**src/logic/adcc_pkg.sv**
```systemverilog
/*
 Constants, types and register map of the converter control block.
 Assumes a single core clock domain and an 8-bit software register port.
*/
// What this block does
// - Pin control register holds eight bits; bit n owns pin of channel 16+n.
// - Set pin bit: output tristated, pullup and input buffer off, reads zero.
// - Converter disabled during reset or when channel field is all ones.
// - 12/10-bit modes approximate twelve bits; 8-bit mode approximates nine.
// - 10-bit mode rounds to ten bits; 8-bit mode rounds to eight, low register.
// - Result transfer completes conversion and sets the done flag.
// - Interrupt raised when done sets while done interrupt enable is high.
// - Compare enable checks each result against the compare registers, any mode.
// - Clock source: bus, bus halved, alternate, internal async; bus after reset.
// - Selected source divided by 1, 2, 4 or 8 forms converter clock.
// - Internal async clock keeps running in wait and stop modes.
// - With hardware trigger enabled, rising trigger edge starts a conversion.
// - Trigger edge during a conversion in progress is ignored.
// - Continuous mode under hardware trigger observes only the first edge.
// - Software write to status control one starts conversion unless channel off or hardware trigger enabled.
// - Continuous mode restarts after every transfer until aborted.
// - Mode field selects 12, 10 or 8 bits; either trigger works in all.
// - High read but low unread in 12/10-bit: block transfer, no done, discard.
// - Single conversion, compare false: blocking moot, converter stops.
// - Other blocked transfers start another conversion, single or continuous.
// - Clock source codes: 00 bus, 01 bus half, 10 alternate, 11 async.
// - Divide codes: 00 by one, 01 by two, 10 by four, 11 by eight.
// - Mode codes: 00 eight-bit, 01 twelve-bit, 10 ten-bit, 11 reserved.
// - Write to status control one aborts current conversion, restarts unless off or hardware trigger enabled.
package adcc_pkg;
    localparam int DATA_W = 8;
    localparam int ADDR_W = 3;
    localparam int RAW_W = 12;
    localparam int CH_W = 5;
    localparam int PIN_N = 8;

    localparam logic [ADDR_W-1:0] OFF_SC1 = 3'h0;
    localparam logic [ADDR_W-1:0] OFF_SC2 = 3'h1;
    localparam logic [ADDR_W-1:0] OFF_CFG = 3'h2;
    localparam logic [ADDR_W-1:0] OFF_RES_H = 3'h3;
    localparam logic [ADDR_W-1:0] OFF_RES_L = 3'h4;
    localparam logic [ADDR_W-1:0] OFF_CMP_H = 3'h5;
    localparam logic [ADDR_W-1:0] OFF_CMP_L = 3'h6;
    localparam logic [ADDR_W-1:0] OFF_PIN = 3'h7;

    localparam int SC1_CH_LSB = 0;
    localparam int SC1_CONT_BIT = 5;
    localparam int SC1_DONE_INTERRUPT_ENABLE_BIT = 6;
    localparam int SC1_DONE_BIT = 7;
    localparam int SC2_TRG_BIT = 0;
    localparam int SC2_CMPE_BIT = 1;
    localparam int SC2_GT_BIT = 2;
    localparam int CFG_CLK_LSB = 0;
    localparam int CFG_MODE_LSB = 2;
    localparam int CFG_DIV_LSB = 4;

    localparam logic [CH_W-1:0] CH_OFF = 5'h1F;
    localparam logic [PIN_N-1:0] PIN_RST = 8'h00;
    localparam logic [3:0] SAMPLE_TICKS = 4'h4;
    localparam logic [3:0] MSB_12 = 4'hB;
    localparam logic [3:0] MSB_9 = 4'h8;
    localparam logic [RAW_W-1:0] ONE12 = 12'h001;
    localparam logic [RAW_W-1:0] MAX10 = 12'h3FF;
    localparam logic [RAW_W-1:0] MAX8 = 12'h0FF;
    localparam logic [2:0] DIV1_LIM = 3'h0;
    localparam logic [2:0] DIV2_LIM = 3'h1;
    localparam logic [2:0] DIV4_LIM = 3'h3;
    localparam logic [2:0] DIV8_LIM = 3'h7;

    typedef enum logic [1:0] {
        CLK_BUS = 2'b00,
        CLK_BUS_HALF = 2'b01,
        CLK_ALT = 2'b10,
        CLK_ASYNC = 2'b11
    } adcc_clk_src_type;

    typedef enum logic [1:0] {
        MODE_8 = 2'b00,
        MODE_12 = 2'b01,
        MODE_10 = 2'b10,
        MODE_RSVD = 2'b11
    } adcc_mode_type;

    typedef enum logic [1:0] {
        ST_IDLE = 2'b00,
        ST_SAMPLE = 2'b01,
        ST_CONVERT = 2'b10
    } adcc_state_type;

    typedef struct packed {
        logic [CH_W-1:0] chan;
        logic cont;
        logic done_interrupt_enable;
        logic hwtrg;
        logic cmpe;
        logic cmpgt;
        adcc_clk_src_type clk_src;
        adcc_mode_type mode;
        logic [1:0] div;
    } adcc_ctrl_type;

    localparam adcc_ctrl_type CTRL_RST = '{chan: CH_OFF, cont: 1'b0, done_interrupt_enable: 1'b0,
        hwtrg: 1'b0, cmpe: 1'b0, cmpgt: 1'b0, clk_src: CLK_BUS, mode: MODE_8, div: 2'b00};
endpackage

```
**src/logic/adcc_conv_ctrl.sv**
```systemverilog
/*
 Converter control: register port, clock select and divide, trigger handling,
 successive approximation sequencing, result formatting, compare, read blocking
 and analog pin ownership for channels 16 to 23.
 Assumes all inputs are synchronous to core_clk and that the analog front end
 answers each trial code on sar_cmp_in before the next converter clock tick.
*/
module adcc_conv_ctrl
    import adcc_pkg::*;
#(
    parameter int ASYNC_DIV = 2
) (
    input wire logic core_clk, // Bus clock
    input wire logic rst, // Async reset, high
    input wire logic [ADDR_W-1:0] reg_addr, // Register address
    input wire logic [DATA_W-1:0] reg_wdata, // Write data
    input wire logic reg_wr, // Write strobe
    input wire logic reg_rd, // Read strobe
    output logic [DATA_W-1:0] reg_rdata, // Read data, cycle after strobe
    input wire logic hw_trigger_input, // Hardware trigger
    input wire logic alternate_clock, // Alternate clock, sampled
    input wire logic stop_mode, // Stop mode request
    input wire logic sar_cmp_in, // Comparator: input at or above trial code
    output logic [RAW_W-1:0] sar_dac_code, // Trial code to front end
    output logic sar_sample, // Sampling phase
    output logic [CH_W-1:0] sar_channel, // Selected channel
    output logic converter_active, // Conversion in progress
    output logic conv_irq, // Converter interrupt
    input wire logic [PIN_N-1:0] port_oe_in, // Port output enables
    input wire logic [PIN_N-1:0] port_pullup_in, // Port pullup enables
    input wire logic [PIN_N-1:0] pad_in, // Pad input levels
    output logic [PIN_N-1:0] pad_oe, // Pad output enables
    output logic [PIN_N-1:0] pad_pullup_en, // Pad pullup enables
    output logic [PIN_N-1:0] pad_ibuf_en, // Pad input buffer enables
    output logic [PIN_N-1:0] port_rdata // Port read value
);
    adcc_ctrl_type ctrl_r;
    adcc_state_type state_r, state_nxt;
    logic [PIN_N-1:0] analog_pin_ctrl_ch16_23;
    logic [3:0] res_h_r;
    logic [DATA_W-1:0] res_l_r, cmp_l_r, rdata_r;
    logic [3:0] cmp_h_r;
    logic conversion_done_flag, irq_r, read_pend_r;
    logic [RAW_W-1:0] code_r, code_nxt;
    logic [3:0] idx_r, idx_nxt, scnt_r, scnt_nxt;
    logic half_r, alt_prev_r, trig_prev_r;
    logic [3:0] async_cnt_r;
    logic [2:0] div_cnt_r, div_lim;
    logic src_tick, converter_clock_tick;
    logic wr_sc1, cfg_write, sw_start, hw_start, kill, enabled;
    logic last_bit, blocked, cmp_ok, cmp_fail, xfer, restart, done_clr;
    logic [RAW_W-1:0] final_raw, fmt_res, cmp_val, diff, xfer_val;
    logic sample_r, active_r;
    logic [CH_W-1:0] chan_r;
    logic [PIN_N-1:0] oe_r, pu_r, ibuf_r, prd_r;

    function automatic logic [RAW_W-1:0] adcc_round(input logic [RAW_W-1:0] raw,
                                                    input adcc_mode_type m);
        logic [10:0] r10;
        logic [8:0] r8;
        logic [RAW_W-1:0] res;
        r10 = {1'b0, raw[11:2]} + {10'h000, raw[1]};
        r8 = {1'b0, raw[8:1]} + {8'h00, raw[0]};
        unique case (m)
            MODE_10: res = r10[10] ? MAX10 : {2'h0, r10[9:0]};
            MODE_8: res = r8[8] ? MAX8 : {4'h0, r8[7:0]};
            default: res = raw;
        endcase
        return res;
    endfunction

    assign enabled = ctrl_r.chan != CH_OFF;
    assign wr_sc1 = reg_wr && reg_addr == OFF_SC1;
    // Any mode change invalidates the running conversion
    assign cfg_write = reg_wr && (reg_addr == OFF_SC2 || reg_addr == OFF_CFG ||
                                  reg_addr == OFF_CMP_H || reg_addr == OFF_CMP_L);
    // Software start only when the trigger source is software
    assign sw_start = wr_sc1 && reg_wdata[SC1_CH_LSB +: CH_W] != CH_OFF && !ctrl_r.hwtrg;
    // Only an idle converter sees an edge, so continuous runs ignore later ones
    assign hw_start = ctrl_r.hwtrg && enabled && hw_trigger_input && !trig_prev_r &&
                      state_r == ST_IDLE;
    assign kill = wr_sc1 || cfg_write || !enabled ||
                  (stop_mode && ctrl_r.clk_src != CLK_ASYNC);

    always_comb begin
        unique case (ctrl_r.clk_src)
            CLK_BUS: src_tick = 1'b1;
            CLK_BUS_HALF: src_tick = half_r;
            CLK_ALT: src_tick = alternate_clock && !alt_prev_r;
            CLK_ASYNC: src_tick = async_cnt_r == 4'(ASYNC_DIV - 1);
        endcase
    end

    always_comb begin
        unique case (ctrl_r.div)
            2'b00: div_lim = DIV1_LIM;
            2'b01: div_lim = DIV2_LIM;
            2'b10: div_lim = DIV4_LIM;
            2'b11: div_lim = DIV8_LIM;
        endcase
    end

    assign converter_clock_tick = src_tick && div_cnt_r == div_lim;

    always_ff @(posedge core_clk or posedge rst) begin
        if (rst) begin
            half_r <= 1'b0;
            alt_prev_r <= 1'b0;
            async_cnt_r <= '0;
            div_cnt_r <= '0;
        end else begin
            half_r <= !half_r;
            alt_prev_r <= alternate_clock;
            // Internal oscillator model runs regardless of stop
            async_cnt_r <= src_tick && ctrl_r.clk_src == CLK_ASYNC ? '0 : async_cnt_r + 4'h1;
            if (state_r == ST_IDLE || converter_clock_tick) begin
                div_cnt_r <= '0;
            end else if (src_tick) begin
                div_cnt_r <= div_cnt_r + 3'h1;
            end
        end
    end

    assign last_bit = state_r == ST_CONVERT && converter_clock_tick && idx_r == '0;
    assign final_raw = {code_r[RAW_W-1:1], code_r[0] & sar_cmp_in};
    assign fmt_res = adcc_round(final_raw, ctrl_r.mode);
    assign cmp_val = {cmp_h_r, cmp_l_r};
    assign diff = fmt_res - cmp_val;
    assign cmp_ok = ctrl_r.cmpgt ? fmt_res >= cmp_val : fmt_res < cmp_val;
    assign cmp_fail = ctrl_r.cmpe && !cmp_ok;
    assign blocked = read_pend_r && ctrl_r.mode != MODE_8;
    assign xfer = last_bit && !cmp_fail && !blocked;
    // Failed compare in single mode stops; other blocked cases run again
    assign restart = last_bit && (ctrl_r.cont || (blocked && !cmp_fail));
    assign xfer_val = ctrl_r.cmpe ? diff : fmt_res;

    always_comb begin
        state_nxt = state_r;
        code_nxt = code_r;
        idx_nxt = idx_r;
        scnt_nxt = scnt_r;
        if (sw_start) begin
            state_nxt = ST_SAMPLE;
            scnt_nxt = '0;
            code_nxt = '0;
        end else if (kill) begin
            state_nxt = ST_IDLE;
            code_nxt = '0;
        end else begin
            unique case (state_r)
                ST_IDLE: begin
                    if (hw_start) begin
                        state_nxt = ST_SAMPLE;
                        scnt_nxt = '0;
                    end
                end
                ST_SAMPLE: begin
                    if (converter_clock_tick) begin
                        scnt_nxt = scnt_r + 4'h1;
                        if (scnt_r == SAMPLE_TICKS - 4'h1) begin
                            state_nxt = ST_CONVERT;
                            idx_nxt = ctrl_r.mode == MODE_8 ? MSB_9 : MSB_12;
                            code_nxt = ONE12 << (ctrl_r.mode == MODE_8 ? MSB_9 : MSB_12);
                        end
                    end
                end
                ST_CONVERT: begin
                    if (converter_clock_tick) begin
                        if (idx_r == '0) begin
                            state_nxt = restart ? ST_SAMPLE : ST_IDLE;
                            scnt_nxt = '0;
                            code_nxt = '0;
                        end else begin
                            code_nxt = (sar_cmp_in ? code_r : code_r & ~(ONE12 << idx_r)) |
                                       (ONE12 << (idx_r - 4'h1));
                            idx_nxt = idx_r - 4'h1;
                        end
                    end
                end
                default: state_nxt = ST_IDLE;
            endcase
        end
    end

    always_ff @(posedge core_clk or posedge rst) begin
        if (rst) begin
            state_r <= ST_IDLE;
            code_r <= '0;
            idx_r <= '0;
            scnt_r <= '0;
            sample_r <= 1'b0;
            active_r <= 1'b0;
            chan_r <= CH_OFF;
        end else begin
            state_r <= state_nxt;
            code_r <= code_nxt;
            idx_r <= idx_nxt;
            scnt_r <= scnt_nxt;
            sample_r <= state_nxt == ST_SAMPLE;
            active_r <= state_nxt != ST_IDLE;
            chan_r <= wr_sc1 ? reg_wdata[SC1_CH_LSB +: CH_W] : ctrl_r.chan;
        end
    end

    always_ff @(posedge core_clk or posedge rst) begin
        if (rst) begin
            trig_prev_r <= 1'b0;
        end else begin
            trig_prev_r <= hw_trigger_input;
        end
    end

    always_ff @(posedge core_clk or posedge rst) begin
        if (rst) begin
            ctrl_r <= CTRL_RST;
            cmp_h_r <= '0;
            cmp_l_r <= '0;
            analog_pin_ctrl_ch16_23 <= PIN_RST;
        end else if (reg_wr) begin
            unique case (reg_addr)
                OFF_SC1: begin
                    ctrl_r.chan <= reg_wdata[SC1_CH_LSB +: CH_W];
                    ctrl_r.cont <= reg_wdata[SC1_CONT_BIT];
                    ctrl_r.done_interrupt_enable <= reg_wdata[SC1_DONE_INTERRUPT_ENABLE_BIT];
                end
                OFF_SC2: begin
                    ctrl_r.hwtrg <= reg_wdata[SC2_TRG_BIT];
                    ctrl_r.cmpe <= reg_wdata[SC2_CMPE_BIT];
                    ctrl_r.cmpgt <= reg_wdata[SC2_GT_BIT];
                end
                OFF_CFG: begin
                    ctrl_r.clk_src <= adcc_clk_src_type'(reg_wdata[CFG_CLK_LSB +: 2]);
                    ctrl_r.mode <= adcc_mode_type'(reg_wdata[CFG_MODE_LSB +: 2]);
                    ctrl_r.div <= reg_wdata[CFG_DIV_LSB +: 2];
                end
                OFF_CMP_H: cmp_h_r <= reg_wdata[3:0];
                OFF_CMP_L: cmp_l_r <= reg_wdata;
                OFF_PIN: analog_pin_ctrl_ch16_23 <= reg_wdata;
                default: ;
            endcase
        end
    end

    // Results keep the last good transfer across aborts
    always_ff @(posedge core_clk or posedge rst) begin
        if (rst) begin
            res_h_r <= '0;
            res_l_r <= '0;
        end else if (xfer) begin
            res_h_r <= ctrl_r.mode == MODE_8 ? 4'h0 : xfer_val[11:8];
            res_l_r <= xfer_val[7:0];
        end
    end

    assign done_clr = wr_sc1 || (reg_rd && reg_addr == OFF_RES_L);

    // Set beats clear on the same edge
    always_ff @(posedge core_clk or posedge rst) begin
        if (rst) begin
            conversion_done_flag <= 1'b0;
            irq_r <= 1'b0;
        end else begin
            conversion_done_flag <= xfer || (conversion_done_flag && !done_clr);
            irq_r <= (xfer && ctrl_r.done_interrupt_enable) || (irq_r && !done_clr);
        end
    end

    always_ff @(posedge core_clk or posedge rst) begin
        if (rst) begin
            read_pend_r <= 1'b0;
        end else if (reg_rd && reg_addr == OFF_RES_H && ctrl_r.mode != MODE_8) begin
            read_pend_r <= 1'b1;
        end else if (reg_rd && reg_addr == OFF_RES_L) begin
            read_pend_r <= 1'b0;
        end
    end

    always_ff @(posedge core_clk or posedge rst) begin
        if (rst) begin
            rdata_r <= '0;
        end else if (reg_rd) begin
            unique case (reg_addr)
                OFF_SC1: rdata_r <= {conversion_done_flag, ctrl_r.done_interrupt_enable, ctrl_r.cont, ctrl_r.chan};
                OFF_SC2: rdata_r <= {5'h00, ctrl_r.cmpgt, ctrl_r.cmpe, ctrl_r.hwtrg};
                OFF_CFG: rdata_r <= {2'h0, ctrl_r.div, ctrl_r.mode, ctrl_r.clk_src};
                OFF_RES_H: rdata_r <= {4'h0, res_h_r};
                OFF_RES_L: rdata_r <= res_l_r;
                OFF_CMP_H: rdata_r <= {4'h0, cmp_h_r};
                OFF_CMP_L: rdata_r <= cmp_l_r;
                OFF_PIN: rdata_r <= analog_pin_ctrl_ch16_23;
                default: rdata_r <= '0;
            endcase
        end else begin
            rdata_r <= '0;
        end
    end

    for (genvar g = 0; g < PIN_N; g++) begin : g_pin
        always_ff @(posedge core_clk or posedge rst) begin
            if (rst) begin
                oe_r[g] <= 1'b0;
                pu_r[g] <= 1'b0;
                ibuf_r[g] <= 1'b1;
                prd_r[g] <= 1'b0;
            end else begin
                oe_r[g] <= port_oe_in[g] && !analog_pin_ctrl_ch16_23[g];
                pu_r[g] <= port_pullup_in[g] && !analog_pin_ctrl_ch16_23[g];
                ibuf_r[g] <= !analog_pin_ctrl_ch16_23[g];
                prd_r[g] <= pad_in[g] && !analog_pin_ctrl_ch16_23[g];
            end
        end
    end

    assign reg_rdata = rdata_r;
    assign sar_dac_code = code_r;
    assign sar_sample = sample_r;
    assign sar_channel = chan_r;
    assign converter_active = active_r;
    assign conv_irq = irq_r;
    assign pad_oe = oe_r;
    assign pad_pullup_en = pu_r;
    assign pad_ibuf_en = ibuf_r;
    assign port_rdata = prd_r;
endmodule

```
**config.mk**
```make
export PLATFORM = sky130hd
export DESIGN_NAME = adcc_conv_ctrl
export DESIGN_NICKNAME = d
export VERILOG_FILES = /design/src/logic/adcc_pkg.sv /design/src/logic/adcc_conv_ctrl.sv
export SDC_FILE = /design/constraint.sdc
export NUM_CORES = 1
export LEC_CHECK = 0
export ABC_CLOCK_PERIOD_IN_PS = 7600
export BUFFER_PORTS_ARGS = -buffer_cell sky130_fd_sc_hd__buf_2
export CAP_MARGIN = 15
export CORE_UTILIZATION = 30
export CTS_CLUSTER_SIZE = 24
export DETAILED_ROUTE_END_ITERATION = 7
export GPL_TIMING_DRIVEN = 0
export HOLD_SLACK_MARGIN = 0.03
export PLACE_DENSITY_LB_ADDON = 0.3
export SLEW_MARGIN = 10
export SYNTH_ARGS = -nofsm -noshare
export SYNTH_HDL_FRONTEND = slang
export SYNTH_SLANG_ARGS = --single-unit
```
**constraint.sdc**
```tcl
create_clock -name core_clk -period 7.6 [get_ports core_clk]
set_clock_uncertainty 0.05 [all_clocks]
set_input_delay 1.52 -clock core_clk [delete_from_list [all_inputs] [get_ports core_clk]]
set_output_delay 1.52 -clock core_clk [all_outputs]
set_load 0.01 [all_outputs]
```
==> results of run 1 <==
[path summary, 6_finish.rpt]
path                                   to  slack [ns]  cells after the start
hold reg to reg                    half_r        0.38                      1
setup reg to reg               sar_sample        2.94                     13
max in group asynchronous  pad_ibuf_en[5]        5.65                      3
setup / recovery               sar_sample        2.32                     17
min in group asynchronous   port_rdata[0]        1.07                      2
hold / removal                     half_r        0.38                      1
[flip-flops by register name (all words and copies together) (netlist names), 2 cells and up]
name and count:
cmp_l_r 8, reg_rdata 8, res_l_r 8, sar_dac_code 12, scnt_r 4, div_cnt_r 3, sar_channel 5, ctrl_r 16
cmp_h_r 4, pad_ibuf_en 8, pad_pullup_en 8, res_h_r 4, idx_r 4, async_cnt_r 4, analog_pin_ctrl_ch16_23 8, port_rdata 8
pad_oe 8, state_r 2
[where the power goes]
| part | internal, uW | switching, uW | total (uW) |
|---|---|---|---|
| logic | 243 | 316 | 559 |
| clock network | 459 | 342 | 801 |
| registers | 797 | 70.8 | 868 |
| total | 1500 | 729 | 2230 |
[Yosys cell counts (9+ instances only)]
cell type	count
inv_1	43
mux2_2	38
nand2b_1	9
o22ai_1	11
mux2i_1	20
ha_1	30
dfrtp_1	112
nor2b_1	30
dfstp_2	18
nor2_1	55
xnor2_1	10
clkbuf_1	19
a21oi_1	42
o21ai_0	45
nand2_1	75
nand3_1	19
[metrics by stage]
stage               area (sq um)  hold WS [ns]  util (%)  cells
floorplan                   7104        0.3453         -    722
global placement            8001        0.3580     34.92   1136
detailed placement          8034        0.3661     35.06   1137
CTS                         8605        0.3738     37.55   1169
global route                8605        0.4057     37.55   1169
finish                      8605        0.3801     37.55   1169
[routing by layer]
layer / vias to the layer above / part of all wire (%)
met5: - / 0
met4: 0 / 2.1
met3: 30 / 5.0
met2: 177 / 45
met1: 2795 / 48
li1: 2828 / -
[worst max-delay path, delay by kind of cell]
family | cells | cell delay [ns]
AOI/OAI and AO/OA | 6 | 2.03
buffers and inverters | 2 | 0.19
and+or+nand+nor | 6 | 0.96
adders and majority gates | 3 | 0.81
[cell families (layout without fill, tap and decap cells)]
family                   after synthesis  in the layout  share of synthesized area, %
AO/OA/AOI/OAI                        182            182                         17.10
XOR/XNOR                              16             16                         1.972
adder cells (fa/ha/maj)               31             31                         5.565
buffers and inverters                 68            202                         3.734
flip-flops                           130            130                         46.11
multiplexers                          58             58                         8.841
AND/OR/NAND/NOR                      237            237                         16.68
[area by class of cell]
type | count | share of cell area, %
buffer | 23 | 1.120
clock buffer | 17 | 4.944
tap | 313 | 4.551
clock inverter | 15 | 1.687
timing repair buffer | 102 | 6.195
multi-input combinational | 524 | 41.41
inverter | 45 | 2.021
sequential | 130 | 38.07
==> key figures, run 1 <==
Status
  – Status: complete, no violations

STA
  – Total Negative Setup Slacks: 0 ns
  – Slew headroom: 25.26%
  – Worst Tran Pin Value: 1.112 ns
  – Endpoints failing hold: 0
  – Max Transition Viols Final: 0
  – Worst setup margin: 2.325 ns
  – Final setup vio count: 0
  – Tmin final: 5.275 ns
  – RSZ-0062 raised after global routing: no
  – Max Fclk: 0.1896 GHz
  – Final Cycle Share: 69.41%

Critical path
  – CP Cell Sequence: buf_2, and2_1, ha_1, and3_1, nand2_1, nor2_1, o32ai_1, o21a_1, ha_1, inv_1, fa_1, nand3_1, a31oi_1, o41ai_1, nor3_1, o31ai_1, a21oi_1
  – Crit path top cell by count: ha_1
  – Max incr delay on CP: 0.88 ns
  – Crit path max fanout: 5
  – CP max stage cell: o41ai_1
  – Required @ worst endpoint: 7.84 ns
  – Worst setup EP type: flip-flop
  – Worst Setup Start Kind: primary input
  – R2R Path Start: sar_dac_code[2]
  – CP arrival: 5.52 ns
  – Setup Crit Path Kind: in2reg
  – Critical path origin: sar_cmp_in

Clock tree
  – Reg clk slew, reported paths: 0.06 ns
  – Clock root cell: clkbuf_16
  – Clk_lat worst skew: 0.43 ns
  – Longest Clk Path Bufs: 2
  – CTS tree: built
  – Post-CTS setup buffers: 0
  – TritonCTS Buffers: 17
  – # H-tree levels: 4
  – Hold_buf cts: 0
  – CTS sink cnt: 130
  – Cts repair resizes: 0

Floorplanning
  – Die ar.: 24300 sq um
  – Die width: 155.9 um
  – # rows: 55
  – Area of the core: 22920 sq um
  – Die Span Y: 155.9 um
  – Initial Util: 31.00%
  – # IOs: 103

Logic synthesis
  – Top_reg_cell synth: dfrtp_1
  – Synth cell types: 73
  – Post-synth net total: 796
  – Syn Std Cell Area: 7104 sq um
  – EDFF count, synth: 0
  – Leading area contributor after synthesis: dfrtp_1
  – Post-synth ARST share: 100.0%
  – Synth warnings: 0
  – Syn Area/Cell: 9.840 sq um
  – Sequential share of the synthesized area: 46.11%
  – Largest cells by area after synthesis: dfrtp_1 39%, dfstp_2 6.7%, mux2_2 6.0%, ha_1 5.3%, nand2_1 4.0%
  – Share of the synthesized area in the top cell type: 39.45%
  – Flops & latches, synth: 130
  – Syn Inst Count: 722

Place
  – Post-Place Setup Slack: 1.955 ns
  – Detailed placement HPWL: 13.99 mm
  – PortBufs: 101
  – RePlAce Congestion: 0.9121

Global route
  – Tot GR Track Use: 16.12%
  – First-pass GRT wire length: 30.10 mm
  – GR peak layer: met2
  – Grt met2 use: 24.81%
  – Met1 Track Usage GR: 22.18%
  – Total gr overflow: 0
  – Initial antenna violation count: 0
  – Vias in the first global route: 5479
  – GR Layer Usage met3: 3.278%
  – Pin count of the biggest net entering global routing: 82

Drt
  – DRC: 0
  – DR WL/cell: 16.28 um
  – Drt via density: 4.987
  – Initial detailed-routing violation count: 362
  – DR vias: 5830
  – Final WL: 19.03 mm
  – 1st-pass router iterations: 5
  – Detail Route Antenna Nets: 0

Pwr
  – Power Density: 259.0 nW/um^2
  – Pleak: 0.003959 uW
  – VDD IR max: 0.0001270 V
  – Final Total Pwr: 2228 uW

Hold path
  – Worst hold path class: reg2reg
  – Hold Crit Start: half_r

Finish
  – Ratio of cells with drive above 1 in the final layout: 25.47%
  – # diodes: 0
  – Commonest cells after routing, fill and taps aside: 112 x dfrtp_1, 103 x buf_2, 75 x nand2_1, 55 x nor2_1, 45 x o21ai_0
  – Final nets: 917
  – Multi-input combinational cell area: 3563 sq um
  – FF+latch area: 3276 sq um
  – Synth-to-layout area growth: 21.12%
  – Most common cell after layout, fill and taps aside: dfrtp_1
  – Filler instances: 2338

Job
  – Max cap viols: 0
Note: power is estimated with default switching activity, not from simulation.
==> inputs of run 2 (changes only) <==
- ABC_AREA: default -> 1
- ABC_CLOCK_PERIOD_IN_PS: 7600 -> 4500
- clock period: 7.6 -> 4.5 ns (I/O delays scaled with it)
==> key figures, run 2 <==
Pwr
  – VDD IR max: 0.0001945 V
  – Final Total Pwr: 3913 uW
  – Sw Pwr: 1356 uW
  – Reg power frac: 37.7%
  – Logic pwr share: 27.8%
  – Clock Power Share: 34.4%
  – Sw Share: 34.67%
  – Pleak: 0.004253 uW
  – Power Density: 462.5 nW/um^2
  – Internal power: 2556 uW

Global route
  – Initial antenna violation count: 0
  – First-pass GRT wire length: 30.68 mm
  – Total gr overflow: 0
  – Vias in the first global route: 5821
  – Tot GR Track Use: 16.41%
  – Pin count of the biggest net entering global routing: 81

Critical path
  – R2R Path Start: sar_dac_code[0]
  – Worst R2R End: res_l_r[3]
  – Crit path max fanout: 10
  – Worst R2R Path Depth: 22
  – Reg-to-reg slack, setup: 0.74 ns
  – Setup Crit Path Kind: in2reg
  – Worst Setup Start Kind: primary input
  – Required @ worst endpoint: 4.79 ns
  – CP arrival: 4.27 ns
  – Worst setup EP type: flip-flop

Logic synthesis
  – Syn Area/Cell: 8.296 sq um
  – Top_reg_cell synth: dfrtp_1
  – Post-synth ARST share: 100.0%
  – Syn Inst Count: 842
  – Leading area contributor after synthesis: dfrtp_1
  – Top cells by count, synth: 153 x nand2_1, 135 x inv_1, 112 x dfrtp_1
  – Synth cell types: 56
  – Syn Std Cell Area: 6985 sq um
  – Largest cells by area after synthesis: dfrtp_1 40%, nand2_1 8.2%, inv_1 7.3%, dfstp_2 6.8%, o21ai_0 6.2%
  – Count leader, synth: nand2_1
  – Post-synth net total: 916
  – Share of the synthesized area in the top cell type: 40.12%
  – EDFF count, synth: 0
  – Flops & latches, synth: 130
  – Sequential share of the synthesized area: 46.89%
  – Synth warnings: 0

Clock tree
  – CTS sink cnt: 130
  – Clk_lat worst skew: 0.42 ns
  – Clock root cell: clkbuf_16
  – CTS tree: built
  – Hold_buf cts: 0
  – # H-tree levels: 4
  – Longest Clk Path Bufs: 2
  – Cts repair resizes: 0
  – Post-CTS setup buffers: 0
  – Reg clk slew, reported paths: 0.06 ns
  – TritonCTS Buffers: 17

Finish
  – Most common cell after layout, fill and taps aside: nand2_1
  – Filler instances: 2369
  – Commonest cells after routing, fill and taps aside: 153 x nand2_1, 134 x inv_1, 112 x dfrtp_1, 106 x buf_2, 97 x nor2_1
  – Register name with the most flops: ctrl_r
  – FF+latch area: 3276 sq um
  – Max reg flops: 16
  – # diodes: 0
  – Final core utilization: 37.25%
  – Ratio of cells with drive above 1 in the final layout: 19.88%
  – Synth-to-layout area growth: 21.10%
  – Final nets: 1038
  – Multi-input combinational cell area: 3114 sq um

Floorplanning
  – Initial Util: 30.76%
  – Area of the core: 22710 sq um
  – # IOs: 103
  – Die width: 154.6 um
  – Die ar.: 23900 sq um
  – Die Span Y: 154.6 um
  – # rows: 55

Drt
  – DRC: 0
  – DR WL/cell: 14.81 um
  – DR vias: 5955
  – Drt via density: 4.722
  – Detail Route Antenna Nets: 0
  – Final WL: 18.67 mm
  – Initial detailed-routing violation count: 294
  – 1st-pass router iterations: 5

Hold path
  – Hold Path End: half_r
  – Hold Crit Start: half_r
  – Worst Hold Depth: 1
  – Worst hold path class: reg2reg

STA
  – Final Cycle Share: 88.40%
  – Final setup vio count: 0
  – Max Transition Viols Final: 0
  – RSZ-0062 raised after global routing: no
  – Worst Tran Pin Value: 0.5299 ns
  – Tmin final: 3.978 ns
  – Hold WS: 0.3481 ns
  – Max Fclk: 0.2514 GHz
  – Slew headroom: 63.76%
  – Endpoints failing hold: 0

Place
  – Detailed placement HPWL: 14.43 mm
  – RePlAce Congestion: 0.8981
  – PortBufs: 102

Status
  – Status: complete, no violations

Job
  – Max cap viols: 0
==> run 2: layout make-up <==
class / instances / area share, %
clock inverters: 13 / 1.597
flip-flops and latches: 130 / 38.72
inverters: 144 / 6.449
plain buffers: 11 / 0.6508
well taps: 285 / 4.215
clock buffers: 18 / 5.192
multi-input cells: 557 / 36.81
repair buffers: 103 / 6.360
==> run 2: metal layers <==
layer	wire length [um]	up-vias	GRT usage [%]	part of all wire [%]
met5	0	-	0	0
met4	229	0	5.233	1.2
met3	1115	16	3.642	6.0
met2	8877	162	27.32	48
met1	8452	2789	21.13	45
li1	-	2988	-	-
==> run 2: kinds of logic after synthesis <==
family	count (synthesis)	synth area share, %
AO/OA/AOI/OAI	193	16.68
XOR/XNOR	26	3.260
adder cells (fa/ha/maj)	31	5.660
buffers and inverters	155	8.526
flip-flops	130	46.89
AND/OR/NAND/NOR	307	18.99
==> run 2: power groups by stage <==
stage                     Sequential [uW]  Combinational (uW)  Clock, uW
after floorplan                      1490                 749          0
final                                1480                1090       1350
after global placement               1490                1080          0
after detailed placement             1490                1080          0
after CTS                            1480                1090       1380
after global routing                 1500                1240       1430
==> run 2: per-stage QoR <==
step           worst slack (ns)  TNS [ns]  std cells  area [sq um]
6_report                 0.5219         0       1261          8459
5_1_grt                  0.2419         0       1261          8459
4_1_cts                  0.5314         0       1261          8459
3_5_place_dp             0.1006         0       1230          7885
3_3_place_gp             -1.535   -172.74       1229          7853
2_1_floorplan            0.1104         0        842          6985
==> run 2: critical path, cell delays in order <==
cell	delay, ns
buf_2	0.13
nand2_1	0.10
inv_1	0.08
ha_1	0.14
nand2_1	0.11
nor2_4	0.16
nand2_2	0.10
o211ai_4	0.25
nor2_1	0.07
a211oi_1	0.45
ha_1	0.40
nand3_1	0.11
nand3_1	0.17
nand3_1	0.13
nand3_1	0.11
nor2_1	0.11
nor2_1	0.05
nand2_1	0.07
nand2_1	0.08
nor2_4	0.19
buf_6	0.18
o211ai_2	0.10
o21ai_2	0.07
==> run 2: worst max path at each step <==
stage	cells after the start	endpoint	startpoint
after floorplan	1	alt_prev_r	rst
after global placement	2	sar_dac_code[0]	rst
after detailed placement	23	res_l_r[3]	sar_cmp_in
after CTS	23	res_l_r[3]	sar_cmp_in
after global routing	23	res_l_r[5]	sar_cmp_in
final	23	res_l_r[3]	sar_cmp_in
==> inputs of run 3 (changes only) <==
- REMOVE_ABC_BUFFERS: default -> 1
==> key figures, run 3 (synthesized netlist as in run 2, its figures left out) <==
Finish
  – Ratio of cells with drive above 1 in the final layout: 19.54%
  – Commonest cells after routing, fill and taps aside: 153 x nand2_1, 134 x inv_1, 112 x dfrtp_1, 103 x buf_2, 97 x nor2_1
  – # diodes: 0
  – Final nets: 1028
  – Register name with the most flops: ctrl_r
  – Synth-to-layout area growth: 20.69%
  – Multi-input combinational cell area: 3114 sq um
  – FF+latch area: 3276 sq um
  – Max reg flops: 16
  – Filler instances: 2365
  – Most common cell after layout, fill and taps aside: nand2_1

Floorplanning
  – # IOs: 103
  – # rows: 55
  – Initial Util: 30.76%
  – Die ar.: 23900 sq um
  – Die width: 154.6 um
  – Die Span Y: 154.6 um
  – Area of the core: 22710 sq um

Drt
  – DR vias: 5841
  – Final WL: 18.23 mm
  – DR WL/cell: 14.56 um
  – Initial detailed-routing violation count: 480
  – Drt via density: 4.665
  – 1st-pass router iterations: 7
  – DRC: 0
  – Detail Route Antenna Nets: 0

Clock tree
  – Reg clk slew, reported paths: 0.06 ns
  – CTS tree: built
  – CTS sink cnt: 130
  – # H-tree levels: 4
  – TritonCTS Buffers: 17
  – Clk_lat worst skew: 0.42 ns
  – Longest Clk Path Bufs: 2
  – Post-CTS setup buffers: 0
  – Cts repair resizes: 0
  – Clock root cell: clkbuf_16
  – Hold_buf cts: 0

STA
  – Endpoints failing hold: 0
  – Hold WS: 0.3474 ns
  – Total Negative Setup Slacks: 0 ns
  – Max Transition Viols Final: 0
  – Final Cycle Share: 92.84%
  – Tmin final: 4.178 ns
  – Slew headroom: 54.03%
  – Worst Tran Pin Value: 0.6878 ns
  – Max Fclk: 0.2394 GHz
  – RSZ-0062 raised after global routing: no
  – Final setup vio count: 0

Critical path
  – Worst setup EP type: flip-flop
  – Worst Setup Start Kind: primary input
  – Crit path max fanout: 14
  – CP arrival: 4.43 ns
  – Required @ worst endpoint: 4.76 ns
  – Reg-to-reg slack, setup: 0.56 ns
  – Setup Crit Path Kind: in2reg

Global route
  – Initial antenna violation count: 0
  – GR peak layer: met2
  – Met1 Track Usage GR: 22.91%
  – GR Layer Usage met3: 3.783%
  – Total gr overflow: 0
  – Pin count of the biggest net entering global routing: 82
  – Grt met2 use: 23.90%
  – Vias in the first global route: 5653
  – Tot GR Track Use: 15.99%
  – First-pass GRT wire length: 29.83 mm

Pwr
  – Power Density: 468.6 nW/um^2
  – VDD IR max: 0.0002167 V
  – Pleak: 0.004217 uW

Job
  – Max cap viols: 0

Status
  – Status: complete, no violations

Place
  – Detailed placement HPWL: 13.67 mm
  – RePlAce Congestion: 0.8713
  – PortBufs: 102

Hold path
  – Worst hold path class: reg2reg
run 3: path summary, 6_finish.rpt:
| path | start | endpoint | cells after the start |
|---|---|---|---|
| min in group asynchronous | rst | async_cnt_r[3] | 2 |
| setup / recovery | sar_cmp_in | res_h_r[3] | 23 |
| hold reg to reg | half_r | half_r | 1 |
| max in group asynchronous | rst | pad_ibuf_en[7] | 3 |
| hold / removal | half_r | half_r | 1 |
| setup reg to reg | sar_dac_code[0] | res_h_r[3] | 22 |
run 3: power breakdown:
group	internal, uW	switching (uW)
Combinational	375	692
Sequential	1350	133
Clock	839	560
run 3: cell type report:
| class | count | area share (%) |
|---|---|---|
| inverter | 144 | 6.471 |
| clock buffer | 19 | 5.254 |
| tap | 285 | 4.230 |
| multi-input combinational | 557 | 36.94 |
| timing repair buffer | 104 | 6.441 |
| clock inverter | 13 | 1.811 |
| sequential | 130 | 38.85 |
run 3: metal layers:
layer | up-vias | share of wire [%]
li1 | 2970 | -
met1 | 2675 | 50
met2 | 178 | 43
met3 | 18 | 5.8
met4 | 0 | 1.3
met5 | - | 0
run 3: critical path: stages:
cell,delay [ns]
buf_2,0.12
nand2_1,0.13
inv_1,0.10
ha_1,0.14
nand2_1,0.10
nor2_4,0.15
nand2_2,0.09
o211ai_4,0.25
nor2_1,0.08
a211oi_1,0.40
ha_1,0.38
nand3_1,0.11
nand3_1,0.17
nand3_1,0.12
nand3_1,0.11
nor2_1,0.10
nor2_1,0.04
nand2_1,0.10
nand2_1,0.08
nor2_4,0.34
inv_2,0.20
nand2_1,0.12
o31ai_2,0.06
run 3: stage by stage:
stage	utilization [%]	setup WS [ns]	total power, uW	instances	instance area (sq um)
2_1_floorplan	-	0.1104	2235	831	6930
3_3_place_gp	34.34	-1.559	2557	1218	7797
3_5_place_dp	34.50	-0.1066	2565	1220	7835
4_1_cts	37.12	0.3379	3978	1252	8431
5_1_grt	37.12	0.007613	4191	1252	8431
6_report	37.12	0.3221	3950	1252	8431
